==> src/fpmdc_pkg.sv <==
// Package of constants for the fault-pin mask and device configuration bank.
package fpmdc_pkg;
   // ======================================================
   // Register map
   localparam logic [7:0]  FPMDC_ADDR_MASK  = 8'h4b;
   localparam logic [7:0]  FPMDC_ADDR_CFG   = 8'h4c;
   localparam logic [15:0] FPMDC_RST_MASK   = 16'h0780;
   localparam logic [15:0] FPMDC_RST_CFG    = 16'h0000;
   localparam logic [15:0] FPMDC_WMASK_MASK = 16'h7f80;
   localparam logic [15:0] FPMDC_WMASK_CFG  = 16'h7b00;
   // ======================================================
   // Field positions
   localparam int FPMDC_FLAG_LO   = 7;
   localparam int FPMDC_NFLAG     = 8;
   localparam int FPMDC_B_DRDY    = 14;
   localparam int FPMDC_B_CLK     = 12;
   localparam int FPMDC_B_WORD    = 11;
   localparam int FPMDC_B_MODE_LO = 8;
   localparam int FPMDC_MODE_W    = 2;
   // Flag positions on the summary flag input; mask bit is the flag index plus FPMDC_FLAG_LO.
   localparam int FPMDC_F_SUPPLY   = 7;
   localparam int FPMDC_F_CLOCK    = 6;
   localparam int FPMDC_F_DIGITAL  = 5;
   localparam int FPMDC_F_OVERCUR  = 4;
   localparam int FPMDC_F_CHECKSUM = 3;
   localparam int FPMDC_F_TIMEOUT  = 2;
   localparam int FPMDC_F_SCLKCNT  = 1;
   localparam int FPMDC_F_ACCESS   = 0;
   // ======================================================
   // Operating state field codes
   localparam logic [1:0] FPMDC_MODE_ACTIVE  = 2'h0;
   localparam logic [1:0] FPMDC_MODE_STANDBY = 2'h1;
   // ======================================================
   // Operating states
   typedef enum logic [2:0] {
      FPMDC_ST_ACTIVE  = 3'h1,
      FPMDC_ST_STANDBY = 3'h2,
      FPMDC_ST_PDOWN   = 3'h4
   } fpmdc_state_t;
endpackage

==> src/fpmdc_top.sv <==
// Fault-pin mask and device configuration register bank with fault pin gating.
`timescale 1ns/10ps
module fpmdc_top (
   input  wire logic        i_clk,        // 250 MHz main clock.
   input  wire logic        i_rstn,       // Async reset, active low.
   input  wire logic        i_wr,         // Register write strobe.
   input  wire logic        i_rd,         // Register read strobe.
   input  wire logic [7:0]  i_addr,       // Register address.
   input  wire logic [15:0] i_wdata,      // Write data.
   input  wire logic [7:0]  i_flags,      // Summary flags, bit7 supply .. bit0 access, high = active.
   input  wire logic        i_fault_mode, // Shared pin two configured as fault output.
   input  wire logic        i_drdy_a,     // Data ready from converter a, high = ready.
   input  wire logic        i_drdy_b,     // Data ready from converter b, high = ready.
   output logic [15:0]      o_rdata,      // Read data, registered.
   output logic             o_rvalid,     // Read data valid pulse.
   output logic             o_fault,      // Fault pin level, high = fault.
   output logic             o_drdy,       // Selected data ready, high = ready.
   output logic             o_clk_ext,    // One selects the external main clock.
   output logic             o_word32,     // One selects 32-bit words.
   output logic [2:0]       o_state       // One-hot operating state.
);
   logic [15:0]                       mask_q;
   logic [15:0]                       cfg_q;
   logic [15:0]                       rdata_d;
   logic                              mask_we;
   logic                              cfg_we;
   logic [fpmdc_pkg::FPMDC_NFLAG-1:0] mask_fld;
   logic [fpmdc_pkg::FPMDC_NFLAG-1:0] live_flags;
   fpmdc_pkg::fpmdc_state_t           state_d;

   // ======================================================
   // Address decode
   // One decoder serves the write strobes and the read mux, so both always agree on the map.
   function automatic logic fpmdc_hit(input logic [7:0] addr, input logic [7:0] base);
      return addr == base;
   endfunction

   assign mask_we = i_wr && fpmdc_hit(i_addr, fpmdc_pkg::FPMDC_ADDR_MASK);
   assign cfg_we  = i_wr && fpmdc_hit(i_addr, fpmdc_pkg::FPMDC_ADDR_CFG);

   // ======================================================
   // Registers
   fpmdc_reg #(
      .RST   (fpmdc_pkg::FPMDC_RST_MASK),
      .WMASK (fpmdc_pkg::FPMDC_WMASK_MASK)
   ) u_mask (
      .i_clk   (i_clk),
      .i_rstn  (i_rstn),
      .i_we    (mask_we),
      .i_wdata (i_wdata),
      .o_q     (mask_q)
   );

   fpmdc_reg #(
      .RST   (fpmdc_pkg::FPMDC_RST_CFG),
      .WMASK (fpmdc_pkg::FPMDC_WMASK_CFG)
   ) u_cfg (
      .i_clk   (i_clk),
      .i_rstn  (i_rstn),
      .i_we    (cfg_we),
      .i_wdata (i_wdata),
      .o_q     (cfg_q)
   );

   // ======================================================
   // Read port
   // Unmapped addresses read zero, so a host that strays off the map sees no stale data.
   always_comb begin
      rdata_d = 16'h0000;
      if (fpmdc_hit(i_addr, fpmdc_pkg::FPMDC_ADDR_MASK)) begin
         rdata_d = mask_q;
      end else if (fpmdc_hit(i_addr, fpmdc_pkg::FPMDC_ADDR_CFG)) begin
         rdata_d = cfg_q;
      end
   end

   always_ff @(posedge i_clk or negedge i_rstn) begin
      if (!i_rstn) begin
         o_rdata  <= 16'h0000;
         o_rvalid <= 1'b0;
      end else begin
         o_rdata  <= i_rd ? rdata_d : 16'h0000;
         o_rvalid <= i_rd;
      end
   end

   // ======================================================
   // Fault pin gating
   // Flag i pairs with mask bit i plus the field base; one gate per flag.
   assign mask_fld = mask_q[fpmdc_pkg::FPMDC_FLAG_LO +: fpmdc_pkg::FPMDC_NFLAG];

   for (genvar g = 0; g < fpmdc_pkg::FPMDC_NFLAG; g++) begin : g_gate
      assign live_flags[g] = i_flags[g] & ~mask_fld[g];
   end

   // The pin is registered, so a flag reaches it one clock after it rises.
   always_ff @(posedge i_clk or negedge i_rstn) begin
      if (!i_rstn) begin
         o_fault <= 1'b0;
      end else begin
         o_fault <= i_fault_mode && (|live_flags);
      end
   end

   // ======================================================
   // Configuration outputs
   always_comb begin
      case (cfg_q[fpmdc_pkg::FPMDC_B_MODE_LO +: fpmdc_pkg::FPMDC_MODE_W])
         fpmdc_pkg::FPMDC_MODE_ACTIVE: begin
            state_d = fpmdc_pkg::FPMDC_ST_ACTIVE;
         end
         fpmdc_pkg::FPMDC_MODE_STANDBY: begin
            state_d = fpmdc_pkg::FPMDC_ST_STANDBY;
         end
         default: begin
            state_d = fpmdc_pkg::FPMDC_ST_PDOWN;
         end
      endcase
   end

   // Clock source is passed on as a level; a glitch-free changeover lies outside this bank.
   always_ff @(posedge i_clk or negedge i_rstn) begin
      if (!i_rstn) begin
         o_drdy    <= 1'b0;
         o_clk_ext <= 1'b0;
         o_word32  <= 1'b0;
         o_state   <= fpmdc_pkg::FPMDC_ST_ACTIVE;
      end else begin
         o_drdy    <= cfg_q[fpmdc_pkg::FPMDC_B_DRDY] ? i_drdy_b : i_drdy_a;
         o_clk_ext <= cfg_q[fpmdc_pkg::FPMDC_B_CLK];
         o_word32  <= cfg_q[fpmdc_pkg::FPMDC_B_WORD];
         o_state   <= state_d;
      end
   end

   // ======================================================
   // Checks
   AST_MASK_RST: assert property (@(posedge i_clk) $rose(i_rstn) |-> mask_q == fpmdc_pkg::FPMDC_RST_MASK)
      else $error("Mask register reset value wrong");
   AST_CFG_RST: assert property (@(posedge i_clk) $rose(i_rstn) |-> cfg_q == fpmdc_pkg::FPMDC_RST_CFG)
      else $error("Config register reset value wrong");
   AST_STATE_RST: assert property (@(posedge i_clk) $rose(i_rstn) |->
      o_state == fpmdc_pkg::FPMDC_ST_ACTIVE && !o_fault && !o_clk_ext && !o_word32)
      else $error("Outputs not at reset values");
   AST_FAULT: assert property (@(posedge i_clk) disable iff (!i_rstn)
      ##1 o_fault == ($past(i_fault_mode) && |($past(i_flags) & ~$past(mask_fld))))
      else $error("Fault pin disagrees with unmasked flags");

   // Each flag must pass while its mask bit is clear and be held back while it is set.
   AST_SUPPLY: assert property (@(posedge i_clk) disable iff (!i_rstn)
      (i_fault_mode && i_flags[fpmdc_pkg::FPMDC_F_SUPPLY] && !mask_fld[fpmdc_pkg::FPMDC_F_SUPPLY]) |=> o_fault)
      else $error("Unmasked supply flag missed");
   AST_SUPPLY_BLK: assert property (@(posedge i_clk) disable iff (!i_rstn)
      (i_flags == (8'h01 << fpmdc_pkg::FPMDC_F_SUPPLY) && mask_fld[fpmdc_pkg::FPMDC_F_SUPPLY]) |=> !o_fault)
      else $error("Masked supply flag reached pin");
   AST_CLOCK_PASS: assert property (@(posedge i_clk) disable iff (!i_rstn)
      (i_fault_mode && i_flags[fpmdc_pkg::FPMDC_F_CLOCK] && !mask_fld[fpmdc_pkg::FPMDC_F_CLOCK]) |=> o_fault)
      else $error("Unmasked clock flag missed");
   AST_CLOCK_BLK: assert property (@(posedge i_clk) disable iff (!i_rstn)
      (i_flags == (8'h01 << fpmdc_pkg::FPMDC_F_CLOCK) && mask_fld[fpmdc_pkg::FPMDC_F_CLOCK]) |=> !o_fault)
      else $error("Masked clock flag reached pin");
   AST_DIGITAL_PASS: assert property (@(posedge i_clk) disable iff (!i_rstn)
      (i_fault_mode && i_flags[fpmdc_pkg::FPMDC_F_DIGITAL] && !mask_fld[fpmdc_pkg::FPMDC_F_DIGITAL]) |=> o_fault)
      else $error("Unmasked digital flag missed");
   AST_DIGITAL_BLK: assert property (@(posedge i_clk) disable iff (!i_rstn)
      (i_flags == (8'h01 << fpmdc_pkg::FPMDC_F_DIGITAL) && mask_fld[fpmdc_pkg::FPMDC_F_DIGITAL]) |=> !o_fault)
      else $error("Masked digital flag reached pin");
   AST_OVERCUR_PASS: assert property (@(posedge i_clk) disable iff (!i_rstn)
      (i_fault_mode && i_flags[fpmdc_pkg::FPMDC_F_OVERCUR] && !mask_fld[fpmdc_pkg::FPMDC_F_OVERCUR]) |=> o_fault)
      else $error("Unmasked overcurrent flag missed");
   AST_OVERCUR_BLK: assert property (@(posedge i_clk) disable iff (!i_rstn)
      (i_flags == (8'h01 << fpmdc_pkg::FPMDC_F_OVERCUR) && mask_fld[fpmdc_pkg::FPMDC_F_OVERCUR]) |=> !o_fault)
      else $error("Masked overcurrent flag reached pin");
   AST_CHECKSUM_PASS: assert property (@(posedge i_clk) disable iff (!i_rstn)
      (i_fault_mode && i_flags[fpmdc_pkg::FPMDC_F_CHECKSUM] && !mask_fld[fpmdc_pkg::FPMDC_F_CHECKSUM]) |=> o_fault)
      else $error("Unmasked checksum flag missed");
   AST_CHECKSUM_BLK: assert property (@(posedge i_clk) disable iff (!i_rstn)
      (i_flags == (8'h01 << fpmdc_pkg::FPMDC_F_CHECKSUM) && mask_fld[fpmdc_pkg::FPMDC_F_CHECKSUM]) |=> !o_fault)
      else $error("Masked checksum flag reached pin");
   AST_TIMEOUT_PASS: assert property (@(posedge i_clk) disable iff (!i_rstn)
      (i_fault_mode && i_flags[fpmdc_pkg::FPMDC_F_TIMEOUT] && !mask_fld[fpmdc_pkg::FPMDC_F_TIMEOUT]) |=> o_fault)
      else $error("Unmasked timeout flag missed");
   AST_TIMEOUT_BLK: assert property (@(posedge i_clk) disable iff (!i_rstn)
      (i_flags == (8'h01 << fpmdc_pkg::FPMDC_F_TIMEOUT) && mask_fld[fpmdc_pkg::FPMDC_F_TIMEOUT]) |=> !o_fault)
      else $error("Masked timeout flag reached pin");
   AST_SCLKCNT_PASS: assert property (@(posedge i_clk) disable iff (!i_rstn)
      (i_fault_mode && i_flags[fpmdc_pkg::FPMDC_F_SCLKCNT] && !mask_fld[fpmdc_pkg::FPMDC_F_SCLKCNT]) |=> o_fault)
      else $error("Unmasked clock-count flag missed");
   AST_SCLKCNT_BLK: assert property (@(posedge i_clk) disable iff (!i_rstn)
      (i_flags == (8'h01 << fpmdc_pkg::FPMDC_F_SCLKCNT) && mask_fld[fpmdc_pkg::FPMDC_F_SCLKCNT]) |=> !o_fault)
      else $error("Masked clock-count flag reached pin");
   AST_ACCESS_PASS: assert property (@(posedge i_clk) disable iff (!i_rstn)
      (i_fault_mode && i_flags[fpmdc_pkg::FPMDC_F_ACCESS] && !mask_fld[fpmdc_pkg::FPMDC_F_ACCESS]) |=> o_fault)
      else $error("Unmasked access flag missed");
   AST_ACCESS_BLK: assert property (@(posedge i_clk) disable iff (!i_rstn)
      (i_flags == (8'h01 << fpmdc_pkg::FPMDC_F_ACCESS) && mask_fld[fpmdc_pkg::FPMDC_F_ACCESS]) |=> !o_fault)
      else $error("Masked access flag reached pin");

   // Register contents and read port.
   AST_RSVD: assert property (@(posedge i_clk) disable iff (!i_rstn)
      (mask_q & ~fpmdc_pkg::FPMDC_WMASK_MASK) == 16'h0000 && (cfg_q & ~fpmdc_pkg::FPMDC_WMASK_CFG) == 16'h0000)
      else $error("Reserved bit nonzero");
   AST_RD_MASK: assert property (@(posedge i_clk) disable iff (!i_rstn)
      (i_rd && fpmdc_hit(i_addr, fpmdc_pkg::FPMDC_ADDR_MASK)) |=> o_rvalid && o_rdata == $past(mask_q))
      else $error("Mask register read wrong");
   AST_RD_CFG: assert property (@(posedge i_clk) disable iff (!i_rstn)
      (i_rd && fpmdc_hit(i_addr, fpmdc_pkg::FPMDC_ADDR_CFG)) |=> o_rvalid && o_rdata == $past(cfg_q))
      else $error("Config register read wrong");
   AST_RD_UNMAPPED: assert property (@(posedge i_clk) disable iff (!i_rstn)
      (i_rd && !fpmdc_hit(i_addr, fpmdc_pkg::FPMDC_ADDR_MASK) && !fpmdc_hit(i_addr, fpmdc_pkg::FPMDC_ADDR_CFG))
      |=> o_rvalid && o_rdata == 16'h0000)
      else $error("Unmapped read not zero");

   // Configuration outputs.
   AST_DRDY: assert property (@(posedge i_clk) disable iff (!i_rstn)
      ##1 o_drdy == ($past(cfg_q[fpmdc_pkg::FPMDC_B_DRDY]) ? $past(i_drdy_b) : $past(i_drdy_a)))
      else $error("Data ready source wrong");
   AST_CLKSRC: assert property (@(posedge i_clk) disable iff (!i_rstn)
      ##1 o_clk_ext == $past(cfg_q[fpmdc_pkg::FPMDC_B_CLK]))
      else $error("Clock source not applied");
   AST_MODE: assert property (@(posedge i_clk) disable iff (!i_rstn)
      cfg_q[fpmdc_pkg::FPMDC_B_MODE_LO + 1] |=> o_state == fpmdc_pkg::FPMDC_ST_PDOWN)
      else $error("Power-down not reached");
   AST_STANDBY: assert property (@(posedge i_clk) disable iff (!i_rstn)
      cfg_q[fpmdc_pkg::FPMDC_B_MODE_LO +: fpmdc_pkg::FPMDC_MODE_W] == fpmdc_pkg::FPMDC_MODE_STANDBY
      |=> o_state == fpmdc_pkg::FPMDC_ST_STANDBY)
      else $error("Standby not reached");
   AST_ACTIVE: assert property (@(posedge i_clk) disable iff (!i_rstn)
      cfg_q[fpmdc_pkg::FPMDC_B_MODE_LO +: fpmdc_pkg::FPMDC_MODE_W] == fpmdc_pkg::FPMDC_MODE_ACTIVE
      |=> o_state == fpmdc_pkg::FPMDC_ST_ACTIVE)
      else $error("Active not reached");
   AST_WORD: assert property (@(posedge i_clk) disable iff (!i_rstn)
      cfg_we |=> ##1 o_word32 == $past(i_wdata[fpmdc_pkg::FPMDC_B_WORD], 2))
      else $error("Word length not applied");
endmodule

==> src/fpmdc_reg.sv <==
// Single masked-write register with reset value, used for both bank registers.
`timescale 1ns/10ps
module fpmdc_reg #(
   parameter logic [15:0] RST   = 16'h0000,
   parameter logic [15:0] WMASK = 16'hffff
) (
   input  wire logic        i_clk,   // Main clock.
   input  wire logic        i_rstn,  // Async reset, active low.
   input  wire logic        i_we,    // Write strobe.
   input  wire logic [15:0] i_wdata, // Write data.
   output logic      [15:0] o_q      // Stored value.
);
   // Only writable bits update, so reserved bits hold their zero reset.
   always_ff @(posedge i_clk or negedge i_rstn) begin
      if (!i_rstn) begin
         o_q <= RST;
      end else if (i_we) begin
         o_q <= (i_wdata & WMASK) | (o_q & ~WMASK);
      end
   end
endmodule

==> config.mk <==
export PLATFORM = sky130hd
export DESIGN_NAME = fpmdc_top
export DESIGN_NICKNAME = d
export VERILOG_FILES = /design/src/fpmdc_pkg.sv /design/src/fpmdc_top.sv /design/src/fpmdc_reg.sv
export SDC_FILE = /design/constraint.sdc
export NUM_CORES = 1
export LEC_CHECK = 0
export BUFFER_PORTS_ARGS = -buffer_cell sky130_fd_sc_hd__buf_2
export CORE_MARGIN = 3
export CORE_UTILIZATION = 33
export CTS_CLUSTER_DIAMETER = 120
export DETAILED_ROUTE_END_ITERATION = 8
export GPL_ROUTABILITY_DRIVEN = 0
export GPL_TIMING_DRIVEN = 0
export PLACE_DENSITY_LB_ADDON = 0.08
export SETUP_SLACK_MARGIN = 0.5
export SYNTH_ARGS = -nofsm -noshare
export SYNTH_HDL_FRONTEND = slang
export SYNTH_SLANG_ARGS = --single-unit
==> constraint.sdc <==
create_clock -name i_clk -period 1.16 [get_ports i_clk]
set_input_delay 0.232 -clock i_clk [delete_from_list [all_inputs] [get_ports i_clk]]
set_output_delay 0.232 -clock i_clk [all_outputs]
set_load 0.005 [all_outputs]
==> results.py, run 1 <==
metrics = {
    "global_route": {
        "grt-ovfl-total": 0,
        "grtUsageTotal_pct": 14.7,
        "grt_max_degree": 32,
        "grt_pass1_vias": 956,
        "antenna_found_initial": 0,
        "grt_pass1_wl_um": 4720,
    },
    "timing": {
        "setup_viol": 7,
        "final_max_slew_viol_count": 0,
        "finalSetupTns_ps": -537,
        "clock_skew_ps": 3.38,
        "min_period_ps": 1240,
        "finalWorstSetupSlack_ps": -80.5,
        "max_freq_mhz": 806,
        "hold_viol": 26,
        "slew_headroom_pct": 55.5,
        "tightest_slew_ps": 667,
        "fin_crit_sh_pct": 107,
        "rsz0062_at_grt": "yes",
        "whs_ps": -17.2,
    },
    "synthesis": {
        "muxShareOfSynthArea_pct": 13.3,
        "synth_simple_gate_area_share_pct": 10.7,
        "netlist_instances": 93,
        "yosys_warnings": 0,
        "synth_top_family_by_area": "multiplexers",
        "synth_cell_types": 20,
        "synthAdderAreaFrac_pct": 0,
        "synth_area_um2": 1270,
        "synth_xor_area_share_pct": 0,
        "post-synth-top-area-cell": "dfrtp_1",
        "synthDominantCellAreaShare_pct": 51.3,
        "syn_area_per_cell_um2": 13.6,
        "synth-compound-area-share_pct": 6.42,
        "synth_area_leaders": "dfrtp_1 51%, mux2_2 13%, dfstp_2 10%",
        "syn_nets": 132,
        "synth-seq-area-share_pct": 61.7,
        "yosys_register_bits": 31,
    },
    "cts": {
        "cts.clk_slew.worst_paths_ps": 60,
        "htree_levels": 2,
        "cts_tree": "built",
        "cts_buffer_depth": 2,
        "cts_hold_repair.buffers": 0,
        "cts_sinks": 31,
        "clkLatencyLatePin_ps": 280,
        "cts_root_buffer": "clkbuf_8",
        "tritoncts.num_buffers": 5,
    },
    "outcome": {
        "failed_checks": "hold timing, setup timing",
        "status": "complete, but fails checks",
    },
    "route": {
        "routed_wl_um": 3020,
        "ant_nets": 0,
        "wl_per_cell_um": 14.5,
        "drc": 0,
        "routed_via_density": 4.41,
        "drtIter0Drc": 43,
        "first_pass_iters": 3,
        "dr_total_vias": 921,
    },
    "setup_path": {
        "r2r_end": "o_fault$_DFF_PN0_",
        "r2r_slack_ps": 30,
        "reg2reg_depth": 2,
        "critPathCaptureType": "output pin",
        "required_ps": 930,
        "path_max_fanout": 8,
        "criticalPathCategory": "reg -> out",
        "critPathArrivalTime_ps": 1010,
        "r2r_start": "u_mask.o_q[9]$_DFFE_PN1P_",
        "crit_family": "flip-flops",
        "crit_chain": "buf_6 > buf_6",
        "max_stage_delay_ps": 480,
        "path_buf_inv": 2,
        "cp-start-kind": "flop",
        "crit_top_cell": "buf_6",
        "slowest_stage": "dfrtp_2",
    },
    "layout": {
        "drive_above_1_share_pct": 71.8,
        "area_delta_synth_final_pct": 56.5,
        "fin_nets": 201,
        "antenna_cells": 0,
        "final_area_um2": 1980,
        "layout.cells.non_filler": 209,
        "post-route-util_pct": 56.3,
    },
    "place": {
        "dp_hpwl_um": 1980,
        "dp.cells": 193,
        "io_buffers": 54,
        "place_area_um2": 1620,
        "place_ws_ps": -302,
    },
    "floorplanning": {
        "initial_utilization_pct": 36.0,
        "die_area_um2": 4620,
        "ios": 63,
        "core_um2": 3520,
        "die_w_um": 68.0,
        "die_h_um": 68.0,
        "fp-row-count": 21,
    },
    "power": {
        "total_power_mw": 2.24,
        "vdd_drop_max_mv": 0.573,
        "power.leakage_nw": 1.05,
        "powerDensity_nw_per_um2": 1130,
    },
    "job": {
        "maxCapViolations": 0,
    },
    "min_path": {
        "hp-class": "in -> async",
    },
}
## cells by family (layout without fill, tap and decap cells)
| logic type | Yosys count | in the layout |
|---|---|---|
| AOI/OAI and AO/OA | 11 | 11 |
| other | 1 | 1 |
| muxes | 15 | 15 |
| DFF | 31 | 31 |
| buffers and inverters | 18 | 88 |
| and+or+nand+nor | 17 | 17 |
## where the power goes
| group | leakage [nW] | internal, mW | switching (mW) |
|---|---|---|---|
| Clock | 0.0422 | 0.420 | 0.374 |
| Sequential | 0.401 | 1.13 | 0.0337 |
| Combinational | 0.606 | 0.178 | 0.104 |
| Total | 1.05 | 1.73 | 0.512 |
## sequential cells by signal, indices dropped and copies added (netlist names)
register / flops
o_rvalid: 1
o_rdata: 9
o_state: 3
o_word32: 1
o_clk_ext: 1
o_fault: 1
u_cfg.o_q: 6
u_mask.o_q: 8
o_drdy: 1
## worst max path at each step
stage	startpoint	end	slack (ps)	cells after the start
6_report	o_rdata[6]$_DFF_PN0_	o_rdata[2]	-80	2
5_1_grt	o_rdata[6]$_DFF_PN0_	o_rdata[2]	-130	2
4_1_cts	o_rdata[6]$_DFF_PN0_	o_rdata[1]	-100	2
3_5_place_dp	i_addr[5]	u_mask.o_q[14]$_DFFE_PN0P_	-300	4
3_3_place_gp	i_addr[1]	u_cfg.o_q[9]$_DFFE_PN0P_	-280	5
2_1_floorplan	i_addr[5]	u_mask.o_q[11]$_DFFE_PN0P_	-60	3
## placed cells by master (no fill, tap or decap), types with 5 or more instances in the layout
| cell | netlist | final |
|---|---|---|
| inv_1 | 8 | 8 |
| clkbuf_8 | 0 | 5 |
| buf_2 | 2 | 43 |
| a22oi_2 | 0 | 6 |
| buf_4 | 7 | 6 |
| mux2_4 | 0 | 15 |
| nor2_1 | 7 | 5 |
| dfstp_2 | 5 | 5 |
| dfrtp_1 | 26 | 24 |
| buf_6 | 0 | 21 |
## final cells by class
type,count,area [um2]
Clock inverter,1,5.00
Multi-Input combinational cell,44,514
Clock buffer,7,76.3
Buffer,10,101
Fill cell,324,1540
Tap cell,46,57.6
Timing Repair Buffer,62,414
Sequential cell,31,785
Inverter,8,30.0
## routing by layer
metal | track usage (%) | part of all wire (%) | up-vias
met5 | 0 | 0 | -
met4 | 7.44 | 1.6 | 0
met2 | 23.3 | 53 | 33
met1 | 17.4 | 40 | 436
li1 | - | - | 448
met3 | 5.42 | 6.2 | 4
## Yosys cell counts
cell	instances
inv_1	8
dfrtp_1	26
conb_1	1
dfstp_2	5
nand2_1	1
and4b_1	1
o41a_1	1
nor4b_4	1
and3_1	2
buf_2	2
clkbuf_1	1
buf_4	7
a22oi_1	6
nor2b_1	1
and2_2	1
o22ai_1	4
mux2_2	15
nand3_4	2
nor2_1	7
nor4bb_1	1
## timing repair
action | CTS | global route
gates cloned | 0 | 0
endpoints found under the setup margin | 48 | 51
buffers inserted | 6 | 2
pin swaps | 6 | 6
resized for setup | 43 | 6
Note: power is estimated with default switching activity, not from simulation.
==> run 2: changes to the inputs <==
==> constraint.sdc (replaced) <==
create_clock -name i_clk -period 1.3 [get_ports i_clk]
set_input_delay 0.26 -clock i_clk [delete_from_list [all_inputs] [get_ports i_clk]]
set_output_delay 0.26 -clock i_clk [all_outputs]
set_load 0.005 [all_outputs]
==> run 2 against run 1 <==
Largest cell class unchanged. Critical path depth did not move. Clock-buffer cell count unchanged. Sequential share of layout area decreased by 0.38 points. Global-route usage down 0.31 points. Critical path type unchanged. The flow now finishes without violations. Clock skew is 0.69 ps lower. Utilization increased by 0.46 points. Clock power decreased by 11%. First-iteration DRC count is 37% lower. Non-clock buffer count is 1 lower. Flip-flop and latch count did not move.
==> results.py, run 2 (same netlist as run 1, synthesis figures left out) <==
metrics = {
    "cts": {
        "htree_levels": 2,
        "tritoncts.num_buffers": 5,
        "cts_tree": "built",
        "cts_buffer_depth": 2,
        "cts_root_buffer": "clkbuf_8",
        "cts.clk_slew.worst_paths_ps": 60,
        "cts_sinks": 31,
        "clkLatencyLatePin_ps": 280,
    },
    "route": {
        "drc": 0,
        "wl_per_cell_um": 14.7,
        "routed_via_density": 4.48,
        "ant_nets": 0,
        "dr_total_vias": 931,
        "drtIter0Drc": 27,
        "routed_wl_um": 3060,
        "first_pass_iters": 4,
    },
    "setup_path": {
        "crit_top_cell": "buf_6",
        "cp-startpoint": "o_rdata[6]$_DFF_PN0_",
        "crit_family": "flip-flops",
        "slowest_stage": "dfrtp_2",
        "path_buf_inv": 2,
        "cp-start-kind": "flop",
        "max_stage_delay_ps": 480,
        "critPathArrivalTime_ps": 1010,
        "criticalPathCategory": "reg -> out",
        "critPathCaptureType": "output pin",
        "path_max_fanout": 8,
        "required_ps": 1040,
        "crit_chain": "buf_6 > buf_6",
        "r2r_start": "u_mask.o_q[9]$_DFFE_PN1P_",
        "r2r_slack_ps": 160,
    },
    "timing": {
        "rsz0062_at_grt": "yes",
        "fin_crit_sh_pct": 97.7,
        "min_period_ps": 1270,
        "clock_skew_ps": 2.69,
        "slew_headroom_pct": 56.1,
        "final_max_slew_viol_count": 0,
        "setup_viol": 0,
        "max_freq_mhz": 787,
        "tightest_slew_ps": 658,
        "hold_viol": 0,
        "finalSetupTns_ps": 0,
    },
    "min_path": {
        "hp-class": "in -> async",
    },
    "power": {
        "powerDensity_nw_per_um2": 1000,
        "power.leakage_nw": 1.06,
        "vdd_drop_max_mv": 0.514,
        "total_power_mw": 2.00,
    },
    "global_route": {
        "grt-ovfl-total": 0,
        "grtUsageTotal_pct": 14.4,
        "grt_pass1_vias": 930,
        "grt_pass1_wl_um": 4550,
        "grt_max_degree": 32,
        "antenna_found_initial": 0,
    },
    "layout": {
        "final_common_cell": "buf_2",
        "fin_nets": 200,
        "antenna_cells": 0,
        "drive_above_1_share_pct": 70.4,
        "layout_common_cells": "41 x buf_2, 25 x dfrtp_1, 22 x buf_6",
        "regMostFlops": "o_rdata",
        "reg_top3": "o_rdata: 9 flops, u_mask.o_q: 8 flops, u_cfg.o_q: 6 flops",
        "largest_reg_flops": 9,
        "area_delta_synth_final_pct": 57.7,
    },
    "job": {
        "maxCapViolations": 0,
    },
    "floorplanning": {
        "fp-row-count": 21,
        "die_w_um": 68.0,
        "die_area_um2": 4620,
        "initial_utilization_pct": 36.0,
        "ios": 63,
        "die_h_um": 68.0,
        "core_um2": 3520,
    },
    "place": {
        "io_buffers": 54,
        "dp_hpwl_um": 1980,
    },
    "outcome": {
        "status": "complete, no violations",
    },
}
run 2: cell count changes in the layout (fill, tap and decap cells not counted), sizes merged:
cell / change
buf: -1
run 2: path summary, 6_finish.rpt:
check / to / cells past startpoint
hold / removal: o_rvalid$_DFF_PN0_ / 1
setup reg to reg: o_fault$_DFF_PN0_ / 2
setup / recovery: o_rdata[2] / 2
min in group i_clk: o_rvalid$_DFF_PN0_ / 1
hold reg to reg: o_clk_ext$_DFF_PN0_ / 0
max in group asynchronous: o_rdata[6]$_DFF_PN0_ / 1
run 2: where the power goes:
part           switching, mW  internal, mW
clock network          0.333         0.375
logic                 0.0935         0.163
registers             0.0304          1.01
total                  0.457          1.55
run 2: worst reg2reg max path, cell delays in order, from the launching register on:
cell,delay (ps)
dfstp_2,540
o22ai_2,70
o41a_1,410
run 2: routing by layer:
layer,vias up,track usage [%],wire [um]
li1,447,-,-
met1,444,16.3,1200
met2,34,23.5,1610
met3,6,5.42,197
met4,0,7.44,55
met5,-,0,0
run 2: through the flow:
stage          cells  util, %  hold slack (ps)  area, um2  setup slack (ps)
2_1_floorplan     93        -            -35.6       1290              55.0
3_3_place_gp     193     46.1              325       1620              -170
3_5_place_dp     193     46.1              336       1620              -190
4_1_cts          207     52.6             38.0       1850              16.4
5_1_grt          208     56.8             68.3       2000             -16.1
6_report         208     56.8             6.65       2000              29.9
run 2: final cells by class:
| cell class | instances | area, um2 |
|---|---|---|
| sequential | 31 | 783 |
| fill | 320 | 1520 |
| buffer | 10 | 101 |
| clock inverter | 1 | 5.00 |
| timing repair buffer | 61 | 423 |
| multi-input combinational | 44 | 523 |
| tap | 46 | 57.6 |
| inverter | 8 | 30.0 |
| clock buffer | 7 | 76.3 |
run 2: repair_timing:
item | in CTS | in global routing
pin swaps | 7 | 11
setup buffers | 6 | 1
setup endpoints to repair | 48 | 48
hold buffers | 0 | 0
resized for setup | 20 | 31
hold endpoints to repair | 0 | 0
==> run 3: changes to the inputs <==
--- a/config.mk
+++ b/config.mk
@@ -8,12 +8,13 @@
 export BUFFER_PORTS_ARGS = -buffer_cell sky130_fd_sc_hd__buf_2
 export CORE_MARGIN = 3
 export CORE_UTILIZATION = 33
-export CTS_CLUSTER_DIAMETER = 120
+export CTS_CLUSTER_DIAMETER = 150
 export DETAILED_ROUTE_END_ITERATION = 8
 export GPL_ROUTABILITY_DRIVEN = 0
 export GPL_TIMING_DRIVEN = 0
 export PLACE_DENSITY_LB_ADDON = 0.08
 export SETUP_SLACK_MARGIN = 0.5
+export SKIP_CTS_REPAIR_TIMING = 1
 export SYNTH_ARGS = -nofsm -noshare
 export SYNTH_HDL_FRONTEND = slang
 export SYNTH_SLANG_ARGS = --single-unit
==> constraint.sdc (replaced) <==
create_clock -name i_clk -period 1.6 [get_ports i_clk]
set_input_delay 0.32 -clock i_clk [delete_from_list [all_inputs] [get_ports i_clk]]
set_output_delay 0.32 -clock i_clk [all_outputs]
set_load 0.005 [all_outputs]
==> run 3 against run 2 <==
Worst hold slack improved by 62 ps. Register-to-register slack improved by 290 ps. Flip-flop and latch count did not move. Clock-buffer cell count fell by 1. Highest routed layer unchanged. First-iteration DRC count fell by 22%. Largest cell class unchanged.
==> results.py, run 3 (same netlist as run 1, synthesis figures left out) <==
metrics = {
    "outcome": {
        "status": "complete, no violations",
    },
    "global_route": {
        "antenna_found_initial": 0,
        "grt_max_degree": 32,
        "grt_pass1_vias": 870,
        "grt-ovfl-total": 0,
        "grt_pass1_wl_um": 4020,
        "grtUsageTotal_pct": 12.5,
    },
    "route": {
        "wl_per_cell_um": 13.0,
        "dr_total_vias": 925,
        "routed_via_density": 4.53,
        "routed_wl_um": 2650,
        "drtIter0Drc": 21,
        "first_pass_iters": 3,
        "drc": 0,
        "ant_nets": 0,
    },
    "cts": {
        "htree_levels": 2,
        "cts_sinks": 31,
        "clkLatencyLatePin_ps": 280,
        "cts_buffer_depth": 2,
        "cts_root_buffer": "clkbuf_8",
        "cts.clk_slew.worst_paths_ps": 60,
        "cts_tree": "built",
        "tritoncts.num_buffers": 5,
    },
    "timing": {
        "tightest_slew_ps": 658,
        "slew_headroom_pct": 56.1,
        "rsz0062_at_grt": "yes",
        "clock_skew_ps": 2.75,
        "min_period_ps": 1300,
        "hold_viol": 0,
        "whs_ps": 68.8,
        "final_max_slew_viol_count": 0,
        "fin_crit_sh_pct": 81.2,
        "setup_viol": 0,
        "finalWorstSetupSlack_ps": 301,
        "max_freq_mhz": 770,
        "finalSetupTns_ps": 0,
    },
    "layout": {
        "regMostFlops": "o_rdata",
        "largest_reg_flops": 9,
        "layout_common_cells": "49 x buf_2, 25 x dfrtp_1, 14 x mux2_2",
        "area_delta_synth_final_pct": 41.2,
        "layout.cells.non_filler": 204,
        "reg_top3": "o_rdata: 9 flops, u_mask.o_q: 8 flops, u_cfg.o_q: 6 flops",
        "multi_input_area_um2": 405,
        "fill_cells": 334,
        "antenna_cells": 0,
        "final_common_cell": "buf_2",
        "drive_above_1_share_pct": 63.9,
        "fin_nets": 196,
        "seq_area_um2": 783,
    },
    "setup_path": {
        "critPathCaptureType": "output pin",
        "crit_chain": "buf_4 > buf_2",
        "max_stage_delay_ps": 450,
        "critPathArrivalTime_ps": 980,
        "criticalPathCategory": "reg -> out",
        "path_max_fanout": 8,
        "required_ps": 1280,
        "cp-start-kind": "flop",
        "slowest_stage": "dfrtp_2",
    },
    "floorplanning": {
        "core_um2": 3520,
        "initial_utilization_pct": 36.0,
        "die_area_um2": 4620,
        "die_h_um": 68.0,
        "die_w_um": 68.0,
        "ios": 63,
        "fp-row-count": 21,
    },
    "power": {
        "p_int_mw": 1.41,
        "p_sw_uw": 364,
        "total_power_mw": 1.78,
        "power_frac_clock_pct": 44.2,
        "powerDensity_nw_per_um2": 993,
        "power_frac_comb_pct": 8.6,
        "power.leakage_nw": 0.957,
        "swShare_pct": 20.5,
        "p_seq_share_pct": 47.1,
        "vdd_drop_max_mv": 0.539,
    },
    "place": {
        "io_buffers": 54,
        "dp.cells": 193,
        "place_ws_ps": 26.7,
    },
    "min_path": {
        "hp-class": "in -> async",
    },
    "job": {
        "maxCapViolations": 0,
    },
}
==> run 3: worst paths after layout <==
check / startpoint / endpoint / slack (ps) / cells past startpoint
setup / recovery: o_rdata[6]$_DFF_PN0_ / o_rdata[6] / 300 / 2
setup reg to reg: u_mask.o_q[8]$_DFFE_PN1P_ / o_fault$_DFF_PN0_ / 450 / 2
hold reg to reg: u_cfg.o_q[12]$_DFFE_PN0P_ / o_clk_ext$_DFF_PN0_ / 400 / 0
min in group i_clk: i_rd / o_rvalid$_DFF_PN0_ / 180 / 1
max in group asynchronous: i_rstn / o_rdata[6]$_DFF_PN0_ / 1070 / 1
hold / removal: i_rstn / o_rvalid$_DFF_PN0_ / 70 / 1
==> run 3: metal layers <==
metal  vias to the layer above  track usage [%]  wire [um]
met5                         -                0          0
met4                         0             7.44         58
met3                         7             4.11        213
met2                        33             21.4       1410
met1                       446             13.3        962
li1                        439                -          -
==> run 3: cell type report <==
cell class	count	share of cell area, %
well taps	46	3.22
clock buffers	6	4.62
clock inverters	2	1.96
flip-flops and latches	31	43.8
multi-input cells	44	22.7
repair buffers	57	18.1
plain buffers	10	3.99
inverters	8	1.68
==> run 3: metrics by stage <==
stage	instance area [um2]	util, %
after floorplan	1270	-
after CTS	1710	48.6
after global routing	1790	50.8
final	1790	50.8
after global placement	1600	45.3
after detailed placement	1600	45.3
==> run 3: worst max-delay path, delay by kind of cell, from the launching register on <==
family                 cells  cell delay [ps]
DFF                        1              450
buffers and inverters      2              250
==> run 3: power by group through the flow <==
stage / combinational, mW / clock [mW] / sequential [mW]
3_5_place_dp: 0.142 / 0 / 0.851
5_1_grt: 0.173 / 0.846 / 0.841
2_1_floorplan: 0.0546 / 0 / 0.848
4_1_cts: 0.142 / 0.807 / 0.837
6_report: 0.153 / 0.786 / 0.838
3_3_place_gp: 0.139 / 0 / 0.849
